`config.mk`:
```
export PLATFORM = sky130hd
export DESIGN_NAME = tefr_core
export DESIGN_NICKNAME = d
export VERILOG_FILES = /design/src/logic/tefr_pkg.sv /design/src/logic/tefr_core.sv
export VERILOG_INCLUDE_DIRS = /design/src /design/src/logic
export SDC_FILE = /design/constraint.sdc
export NUM_CORES = 1
export LEC_CHECK = 0
export BUFFER_PORTS_ARGS = -buffer_cell sky130_fd_sc_hd__clkbuf_2
export CORE_ASPECT_RATIO = 0.8
export CORE_MARGIN = 2
export CORE_UTILIZATION = 41
export DETAILED_ROUTE_END_ITERATION = 12
export PLACE_DENSITY = 0.76
export SYNTH_ARGS = -nofsm -noshare
export SYNTH_HDL_FRONTEND = slang
export SYNTH_SLANG_ARGS = --single-unit
```
`constraint.sdc`:
```
create_clock -name ref_clk -period 1.5 [get_ports ref_clk]
set_clock_uncertainty 0.05 [all_clocks]
set_input_delay 0.15 -clock ref_clk [delete_from_list [all_inputs] [get_ports ref_clk]]
set_output_delay 0.15 -clock ref_clk [all_outputs]
set_load 0.05 [all_outputs]
```
`src/logic/tefr_cfg.svh`:
```
`ifndef TEFR_CFG_SVH
`define TEFR_CFG_SVH
// ---------------------------------------------------------------
// register map (byte addresses)
// ---------------------------------------------------------------
`define TEFR_OFF_CTRL   8'h00
`define TEFR_OFF_DIER   8'h0c
`define TEFR_OFF_SR     8'h10
`define TEFR_OFF_EGR    8'h14
`define TEFR_RST        16'h0000
`define TEFR_RD_ZERO    32'h0000_0000
// ---------------------------------------------------------------
// valid bit masks
// ---------------------------------------------------------------
`define TEFR_CTRL_MASK  16'h000e
`define TEFR_DIER_MASK  16'h5f5f
`define TEFR_SR_MASK    16'h1e5f
`define TEFR_EGR_MASK   16'h005f
// ---------------------------------------------------------------
// field positions
// ---------------------------------------------------------------
`define TEFR_B_UPD      0
`define TEFR_B_CH_LO    1
`define TEFR_B_CH_HI    4
`define TEFR_B_TRG      6
`define TEFR_B_UDMA     8
`define TEFR_B_CDMA_LO  9
`define TEFR_B_CDMA_HI  12
`define TEFR_B_TDMA     14
`define TEFR_B_OVC_LO   9
`define TEFR_B_OVC_HI   12
`define TEFR_B_UPDATE_DISABLE     1
`define TEFR_B_URS      2
`define TEFR_B_CHAN_DMA_SELECT     3
`endif

```
`src/logic/tefr_pkg.sv`:
```
`default_nettype none
package tefr_pkg;
  typedef logic [15:0] tefr_reg_t;
  typedef logic [3:0]  tefr_chan_t;
endpackage : tefr_pkg
`default_nettype wire

```
`src/logic/tefr_core.sv`:
```
`timescale 1ns/10ps
`default_nettype none
`include "tefr_cfg.svh"
module tefr_core (
  input  wire logic                      ref_clk,
  input  wire logic                      arst_n,
  input  wire logic [7:0]                avs_address,
  input  wire logic                      avs_read,
  input  wire logic                      avs_write,
  input  wire logic [31:0]               avs_writedata,
  input  wire logic [3:0]                avs_byteenable,
  output logic      [31:0]               avs_readdata,
  output logic                           avs_waitrequest,
  input  wire logic                      cnt_wrap,
  input  wire logic                      trig_reinit,
  input  wire logic                      trig_edge,
  input  wire logic                      gate_change,
  input  wire logic                      slave_enabled,
  input  wire logic                      gated_mode,
  input  wire logic                      center_aligned,
  input  wire logic                      count_down,
  input  wire logic [15:0]               auto_reload_value,
  input  wire tefr_pkg::tefr_chan_t      chan_is_input,
  input  wire tefr_pkg::tefr_chan_t      chan_match,
  input  wire tefr_pkg::tefr_chan_t      chan_above_reload,
  input  wire tefr_pkg::tefr_chan_t      chan_capture,
  input  wire tefr_pkg::tefr_chan_t      chan_value_read,
  output tefr_pkg::tefr_chan_t           capture_load,
  output logic                           sw_update,
  output logic      [15:0]               reinit_value,
  output logic      [5:0]                dma_req,
  output logic                           irq_req
);

  // ---------------------------------------------------------------
  // bus slave
  // ---------------------------------------------------------------
  tefr_pkg::tefr_reg_t ctrl;
  tefr_pkg::tefr_reg_t dma_irq_enable;
  tefr_pkg::tefr_reg_t event_status_flags;
  tefr_pkg::tefr_reg_t next_status;
  tefr_pkg::tefr_reg_t event_generate;
  tefr_pkg::tefr_reg_t wmask;
  tefr_pkg::tefr_reg_t sr_clr;
  tefr_pkg::tefr_reg_t sr_set;
  logic                wr_go;
  logic                rd_go;

  function automatic tefr_pkg::tefr_reg_t be_mask(input logic [3:0] be);
    be_mask = {{8{be[1]}}, {8{be[0]}}};
  endfunction : be_mask

  function automatic logic hit(input logic [7:0] a, input logic [7:0] off);
    hit = (a == off);
  endfunction : hit

  assign wr_go = avs_write & ~avs_waitrequest;
  assign rd_go = avs_read & ~avs_waitrequest;
  assign wmask = be_mask(avs_byteenable);

  // one wait state: keeps every bus output registered
  always_ff @(posedge ref_clk or negedge arst_n) begin
    if (!arst_n) begin
      avs_waitrequest <= 1'b1;
    end else if ((avs_read | avs_write) & avs_waitrequest) begin
      avs_waitrequest <= 1'b0;
    end else begin
      avs_waitrequest <= 1'b1;
    end
  end

  always_ff @(posedge ref_clk or negedge arst_n) begin
    if (!arst_n) begin
      avs_readdata <= `TEFR_RD_ZERO;
    end else if (avs_read & avs_waitrequest) begin
      // generate register is write-only and reads zero
      if (hit(avs_address, `TEFR_OFF_CTRL)) begin
        avs_readdata <= {16'h0000, ctrl};
      end else if (hit(avs_address, `TEFR_OFF_DIER)) begin
        avs_readdata <= {16'h0000, dma_irq_enable};
      end else if (hit(avs_address, `TEFR_OFF_SR)) begin
        avs_readdata <= {16'h0000, event_status_flags};
      end else begin
        avs_readdata <= `TEFR_RD_ZERO;
      end
    end
  end

  always_ff @(posedge ref_clk or negedge arst_n) begin
    if (!arst_n) begin
      ctrl <= `TEFR_RST;
    end else if (wr_go & hit(avs_address, `TEFR_OFF_CTRL)) begin
      ctrl <= ((ctrl & ~wmask) | (avs_writedata[15:0] & wmask)) & `TEFR_CTRL_MASK;
    end
  end

  always_ff @(posedge ref_clk or negedge arst_n) begin
    if (!arst_n) begin
      dma_irq_enable <= `TEFR_RST;
    end else if (wr_go & hit(avs_address, `TEFR_OFF_DIER)) begin
      dma_irq_enable <= ((dma_irq_enable & ~wmask) | (avs_writedata[15:0] & wmask)) & `TEFR_DIER_MASK;
    end
  end

  // ---------------------------------------------------------------
  // event generation
  // ---------------------------------------------------------------
  // a write of one lives exactly one cycle, so the bit never stays set
  always_ff @(posedge ref_clk or negedge arst_n) begin
    if (!arst_n) begin
      event_generate <= `TEFR_RST;
    end else if (wr_go & hit(avs_address, `TEFR_OFF_EGR)) begin
      event_generate <= avs_writedata[15:0] & wmask & `TEFR_EGR_MASK;
    end else begin
      event_generate <= `TEFR_RST;
    end
  end

  logic                 ug;
  logic                 tg;
  tefr_pkg::tefr_chan_t ccg;
  logic                 update_disable;
  logic                 update_request_source;
  logic                 chan_dma_select;
  logic                 upd_set;
  logic                 trg_set;
  tefr_pkg::tefr_chan_t cmp_set;
  tefr_pkg::tefr_chan_t cap_set;
  tefr_pkg::tefr_chan_t cc_set;
  tefr_pkg::tefr_chan_t ovc_set;
  tefr_pkg::tefr_chan_t cc_dma;

  assign ug   = event_generate[`TEFR_B_UPD];
  assign tg   = event_generate[`TEFR_B_TRG];
  assign ccg  = event_generate[`TEFR_B_CH_HI:`TEFR_B_CH_LO];
  assign update_disable = ctrl[`TEFR_B_UPDATE_DISABLE];
  assign update_request_source  = ctrl[`TEFR_B_URS];
  assign chan_dma_select = ctrl[`TEFR_B_CHAN_DMA_SELECT];

  // ---------------------------------------------------------------
  // flag sources
  // ---------------------------------------------------------------
  assign upd_set = ~update_disable & (cnt_wrap | (~update_request_source & (ug | trig_reinit)));
  assign trg_set = tg | (slave_enabled & (gated_mode ? gate_change : trig_edge));
  assign cmp_set = ~chan_is_input & (chan_match | ({4{cnt_wrap}} & chan_above_reload) | ccg);
  assign cap_set = chan_is_input & (chan_capture | ccg);
  assign cc_set  = cmp_set | cap_set;
  // capture on a still-set event flag; one vector covers all four channels
  assign ovc_set = cap_set & event_status_flags[`TEFR_B_CH_HI:`TEFR_B_CH_LO];

  always_comb begin
    sr_set = `TEFR_RST;
    sr_set[`TEFR_B_UPD] = upd_set;
    sr_set[`TEFR_B_TRG] = trg_set;
    sr_set[`TEFR_B_CH_HI:`TEFR_B_CH_LO] = cc_set;
    sr_set[`TEFR_B_OVC_HI:`TEFR_B_OVC_LO] = ovc_set;
    sr_clr = `TEFR_RST;
    if (wr_go & hit(avs_address, `TEFR_OFF_SR)) begin
      sr_clr = ~avs_writedata[15:0] & wmask;
    end
    // reading an input channel's value clears its event flag
    sr_clr[`TEFR_B_CH_HI:`TEFR_B_CH_LO] = sr_clr[`TEFR_B_CH_HI:`TEFR_B_CH_LO]
                                          | (chan_value_read & chan_is_input);
    next_status = ((event_status_flags & ~sr_clr) | sr_set) & `TEFR_SR_MASK;
  end

  always_ff @(posedge ref_clk or negedge arst_n) begin
    if (!arst_n) begin
      event_status_flags <= `TEFR_RST;
    end else begin
      event_status_flags <= next_status;
    end
  end

  // ---------------------------------------------------------------
  // requests and counter side effects
  // ---------------------------------------------------------------
  // the update event for channel DMA is the one that also sets the flag
  assign cc_dma = chan_dma_select ? {4{upd_set}} : cc_set;

  always_ff @(posedge ref_clk or negedge arst_n) begin
    if (!arst_n) begin
      dma_req <= 6'h00;
    end else begin
      dma_req[0]   <= upd_set & dma_irq_enable[`TEFR_B_UDMA];
      dma_req[4:1] <= cc_dma & dma_irq_enable[`TEFR_B_CDMA_HI:`TEFR_B_CDMA_LO];
      dma_req[5]   <= trg_set & dma_irq_enable[`TEFR_B_TDMA];
    end
  end

  // level follows the flags, so it falls with the clearing write
  always_ff @(posedge ref_clk or negedge arst_n) begin
    if (!arst_n) begin
      irq_req <= 1'b0;
    end else begin
      irq_req <= |(next_status[`TEFR_B_TRG:`TEFR_B_UPD] & dma_irq_enable[`TEFR_B_TRG:`TEFR_B_UPD]);
    end
  end

  always_ff @(posedge ref_clk or negedge arst_n) begin
    if (!arst_n) begin
      capture_load <= 4'h0;
    end else begin
      capture_load <= chan_is_input & ccg;
    end
  end

  // update_generate reloads even when update_disable hides the flag
  always_ff @(posedge ref_clk or negedge arst_n) begin
    if (!arst_n) begin
      sw_update <= 1'b0;
    end else begin
      sw_update <= ug;
    end
  end

  always_ff @(posedge ref_clk or negedge arst_n) begin
    if (!arst_n) begin
      reinit_value <= `TEFR_RST;
    end else if (center_aligned | ~count_down) begin
      reinit_value <= `TEFR_RST;
    end else begin
      reinit_value <= auto_reload_value;
    end
  end
endmodule : tefr_core
`default_nettype wire

```
# --- After elaboration in Yosys (flattened, before gate mapping) ---
# Index checks and enable logic that the tools add are counted.
word_totals:
  mem_bits_ro: 0
  n_memories: 0
  word_cells: 71
  input_bits: 92
  latch_bits: 0
  out_inout_bits: 61
  mem_bits_rw: 0
  ff_bits: 93
op_classes:
  addsub: 0
  reduce_logical: 2
  n_bitwise: 46
  multipliers: 0
  muxes: 9
  shift: 0
  n_eq_ne: 3
  n_div: 0
  order_cmp: 0
ops:
  columns: ["cell", "n"]
  rows:
  - ["$and 4x4->4", 8]
  - ["$mux 32", 1]
  - ["$and 15x15->15", 2]
  - ["$and 13x13->13", 2]
  - ["$mux 13", 2]
  - ["$not 13->13", 2]
  - ["$or 4x4->4", 6]
  - ["$eq 8x5->1 const B", 2]
  - ["$mux 16", 1]
  - ["$mux 15", 1]
  - ["$not 15->15", 1]
  - ["$or 15x15->15", 1]
  - ["$or 13x13->13", 1]
  - ["$and 1x1->1", 12]
  - ["$eq 8x4->1 const B", 1]
  - ["$logic_not 8->1", 1]
  - ["$and 7x7->7", 1]
  - ["$mux 7", 1]
  - ["$reduce_or 7->1", 1]
  - ["$or 1x1->1", 5]
  - ["$mux 4", 1]
  - ["$not 1->1", 4]
  - ["$not 4->4", 1]
  - ["$mux 1", 2]

# --- Longest topological paths before layout ---
logic_depth:
  ltp_word: 10
  depth_mapped: 7
  ltp_nobuf: 5

# --- Worst setup path after synthesis ---
# OpenSTA, ideal clock, no wires.
synth_timing:
  kind: "input to register"
  startpoint: "input port avs_address[7]"
  endpoint: "register irq_req"
  arrival_ps: 1646
  setup_time_ps: 132
  t_required_ps: 1318
  n_path_buf: 1
  stages: 6
  setup_slack_ps: -328
  cell_sequence: "or4b_1 buf_2 or3_4 o211a_1 a221oi_2 nand4_1"
synth_via:
  elab_chain_len: 9
synth_lines:
  columns: ["item", "line", "rtl"]
  rows:
  - ["from (decl)", "tefr_core.sv:7", "input wire logic [7:0] avs_address,"]
  - ["$eq 8x5->1 (*)", "tefr_core.sv:54", "hit = (a == off);"]
  - ["$and 1x1->1 (*)", "tefr_core.sv:158", "if (wr_go & hit(avs_address, `TEFR_OFF_SR)) begin"]
  - ["$mux 13 (*)", "tefr_core.sv:158", null]
  - ["$or 4x4->4", "tefr_core.sv:162", "sr_clr[`TEFR_B_CH_HI:`TEFR_B_CH_LO] = sr_clr[`TEFR_B_CH_HI:`TEFR_B_CH_LO]"]
  - ["$not 13->13 (*)", "tefr_core.sv:164", "next_status = ((event_status_flags & ~sr_clr) | sr_set) & `TEFR_SR_MASK;"]
  - ["$and 13x13->13 (*)", "tefr_core.sv:164", null]
  - ["$or 13x13->13 (*)", "tefr_core.sv:164", null]
  - ["$and 7x7->7 (*)", "tefr_core.sv:196", "irq_req <= |(next_status[`TEFR_B_TRG:`TEFR_B_UPD] & dma_irq_enable[`TEFR_B_TRG:`TEFR_B_UPD]);"]
  - ["$reduce_or 7->1 (*)", "tefr_core.sv:196", null]
  - ["to (signal assigned)", "tefr_core.sv:196", null]
  - ["to (decl)", "tefr_core.sv:32", "output logic irq_req"]
# Every way passes the cells marked *; elsewhere a longest branch is shown, timed or not.
# A chain may end at the register's enable or synchronous reset.

# --- Worst setup path in the final report ---
layout_timing:
  startpoint: "register avs_waitrequest"
  endpoint: "register irq_req"
layout_via:
  elab_chain_len: 10
layout_lines:
  columns: ["item", "line", "rtl"]
  rows:
  - ["from (decl)", "tefr_core.sv:13", "output logic avs_waitrequest,"]
  - ["from (signal assigned)", "tefr_core.sv:64", "avs_waitrequest <= 1'b1;"]
  - ["from (signal assigned)", "tefr_core.sv:66", "avs_waitrequest <= 1'b0;"]
  - ["from (signal assigned)", "tefr_core.sv:68", "avs_waitrequest <= 1'b1;"]
  - ["$not 1->1", null, null]
  - ["$and 1x1->1", "tefr_core.sv:57", "assign wr_go = avs_write & ~avs_waitrequest;"]
  - ["$and 1x1->1", "tefr_core.sv:158", null]
  - ["$mux 13", "tefr_core.sv:158", null]
  - ["$or 4x4->4", "tefr_core.sv:162", null]
  - ["$not 13->13", "tefr_core.sv:164", null]
  - ["$and 13x13->13", "tefr_core.sv:164", null]
  - ["$or 13x13->13", "tefr_core.sv:164", null]
  - ["named net next_status[3]", "tefr_core.sv:41", "tefr_pkg::tefr_reg_t next_status;"]
  - ["$and 7x7->7", "tefr_core.sv:196", null]
  - ["$reduce_or 7->1", "tefr_core.sv:196", null]
# The timed path passes the listed nets, and every way through them passes these cells.

==> metrics.md <==
| Metric | Value |
|---|---|
| Status | finished with violations |
| Failing checks | setup timing |
| Warnings from Yosys | 0 |
| Synth Flop Type | dfrtp_1 |
| Avg Synthesized Cell Area | about 11 um^2 |
| Crit path max-delay cell type | nor4_1 |
| Routed via count | 2655 |
| Final ANT Viol Nets | 0 |
| Main combinational cell family by area after synthesis | simple AND/OR/NAND/NOR gates |
| Synth top area cells | dfrtp_1, and2_1, buf_4 |
| Period utilization | 119% |
| First-pass GRT wire length | ~13 mm |
| Asr flop ratio synth | 100% |
| DR WL/cell | 16.1 um |
| Clock share of power | around two fifths |
| DRT Pass-1 Iters | 6 |
| EDFF count, synth | 0 |
| Netlist Area Pre-Place | 3080 um^2 |
| Synth Area in Simple Gates | 15.4% |
| Yosys top cell by area | dfrtp_1 |
| Compound-cell area share of the yosys netlist | about an eighth |
| Minimum clock period | approximately 1.8 ns |
| Post-route setup slack | -0.290 ns |
| Maximum vdd drop | 0.417 mV |
| Post-layout nets | about 520 |
| Type of the worst setup path | register to register |
| Post-Synth Adder-Cell Area | 0% |
| Unrepaired setup endpoints after global routing | yes |
| DRC Markers | 0 |
| Die footprint | 8220 um^2 |
| Chip Width | 101 um |
| CTS tree | done |
| Relative slew slack | between 40% and 50% |
| Number of DRC markers in iteration 0 | 195 |
| Netlist cell types | between 40 and 50 |
| MaxCap Viol Count | 0 |
| Worst-skew pair later-pin latency | 0.34 ns |
| Starting Density | around 42% |
| XOR/XNOR share of the synthesized area | 0% |
| Final HPWL DP | roughly 6 mm |
| Seq/Total Area, Yosys | roughly 60% |
| Row cnt | 28 |
| Synth cell count leaders | dfrtp_1, nand2_1, and2_1 |
| CP Data Arrival Time | around 2.0 ns |
| Die height | between 80 and 90 um |
| Count leader, synth | dfrtp_1 |
| CTS root buf | clkbuf_8 |
| Maximum clock insertion buffer count | 2 |
| Minimum hold slack | approximately 0.012 ns |
| WL final | between 8 and 9 mm |
| PortBufs | between 100 and 150 |
| CP Launch Point | avs_waitrequest |
| Final Setup Violations | 25 |
| GRT Resource Usage Total | between 20% and 30% |
| Vias/cell | approximately 5 |
| Initial antenna violation count | 0 |
| P_int | 0.00322 W |
| Synth Register Bits | 72 |
| Setup crit start kind | register |
| R2R setup slack | -0.29 ns |
| Gr ovfl total | 0 |
| Synth top area share | between 50 and 60% |
| Hold Crit Class | input port to register |
| Achievable clock frequency | about 0.56 GHz |
| Number of H-tree levels | 3 |
| Post-Layout Cell Count | approximately 530 |
| Switching pwr | 0.00114 W |
| Slew Limit Fails | 0 |
| Core ar. | between 7000 and 8000 um^2 |
| CP max stage delay | roughly 0.4 ns |
| Layout cell share with drive strength beyond 1 | between 40% and 50% |
| Area grow syn2layout | 42.1% |
| Top delay family on crit path | simple AND/OR/NAND/NOR gates |
| Crit path max fanout | 4 |
| Final Hold Fails | 0 |
| Vias in the first global route | roughly 2600 |
| CP required | between 1.5 and 2 ns |
| Pwr dens | ~990 nW/um^2 |
| Pin count of the biggest net entering global routing | 73 |
| Worst setup EP type | register |
| Post-synthesis mux area share | slightly below 6% |
| Total Power | ~0.0044 W |
| HP Start | avs_writedata[8] |
| Clock buffer count from CTS | 9 |
| CP Buf/Inv Count | 0 |
| Leakage power | 2.29 nW |
| GP Congestion | around 0.91 |
| CTS sink cnt | 72 |
| Sequential Power Share | 46.0% |
| Clock transition at the registers of the reported paths | around 0.070 ns |
| I/O pin cnt | ~150 |
| R2r startpoint | avs_waitrequest |
| Post-Synthesis Cells | approximately 280 |
| Worst-path cell chain | nand3b_1, nor4_1, o21ai_1, a221oi_2, nand4_1 |
| Comb pwr share | roughly 14% |
| Net Sw Frac | between 20% and 30% |
| Inserted Diodes | 0 |
| Worst-margin pin slew | around 0.81 ns |
| Placed insts | ~500 |
[worst register-to-register path, cell delays in order, from the launching register on]
cell and delay (ns):
dfstp_2 0.38, nand3b_1 0.29, nor4_1 0.41, o21ai_1 0.15, a221oi_2 0.28, nand4_1 0.11
[path summary, 6_finish.rpt]
check                                   to  cells after the start
max                                irq_req                      5
min                               register                      2
max reg2reg                        irq_req                      5
min reg2reg                      sw_update                      0
max in group asynchronous  avs_waitrequest                      3
min in group asynchronous  reinit_value[9]                      3
[final cells by class]
| class | instances | area (um^2) |
|---|---|---|
| fill | 583 | 2950 |
| clock buffer | 11 | 151 |
| multi-input combinational | 187 | 1260 |
| tap | 90 | 113 |
| timing repair buffer | 154 | 947 |
| clock inverter | 5 | 78.8 |
| inverter | 7 | 26.3 |
| sequential | 72 | 1800 |
[cells in the final DEF, fill, tap and decap left out, drive strengths merged, types with 6 or more instances in the layout]
| cell type | n |
|---|---|
| nand2 | 37 |
| conb | 20 |
| nor2 | 6 |
| a21oi | 9 |
| o21ai | 22 |
| a22oi | 7 |
| mux2 | 16 |
| clkbuf | 119 |
| dfrtp | 71 |
| and2 | 26 |
| buf | 26 |
| dlygate4sd3 | 20 |
| inv | 7 |
[routing by layer]
metal  vias to the layer above  global-route usage, %  wire (um)
met4                         0                   7.84         97
met5                         -                      0          0
met2                       114                   33.6       4180
met1                      1302                   28.2       3550
li1                       1232                      -          -
met3                         7                   5.36        664
[kinds of logic after synthesis]
| logic type | Yosys count |
|---|---|
| AO/OA/AOI/OAI | 61 |
| buffers and inverters | 35 |
| flip-flops | 72 |
| multiplexers | 16 |
| other | 1 |
| AND/OR/NAND/NOR | 90 |
[power by group through the flow]
stage	combinational, W	clock (W)	sequential [W]
floorplan	0.000258	0	0.00213
global placement	0.000546	0	0.00204
detailed placement	0.000553	0	0.00204
CTS	0.000599	0.00176	0.00200
global route	0.000666	0.00185	0.00201
finish	0.000618	0.00173	0.00200
[what timing repair did]
action / in CTS / in global routing
hold buffers: 20 / 0
buffers inserted: 0 / 2
setup endpoints to repair: 26 / 36
resized for setup: 3 / 23
pin swaps: 2 / 3
hold endpoints to repair: 90 / 0
[through the flow]
step	TNS (ns)	worst slack, ns	util [%]	area [um^2]
final	-2.84	-0.290	59.8	4380
after global routing	-4.38	-0.354	59.8	4380
after CTS	-2.51	-0.253	58.8	4310
after detailed placement	-9.69	-0.450	52.7	3860
after global placement	-8.78	-0.363	52.7	3860
after floorplan	-2.38	-0.326	-	3220
No activity file was read; power rests on OpenSTA's default activity.
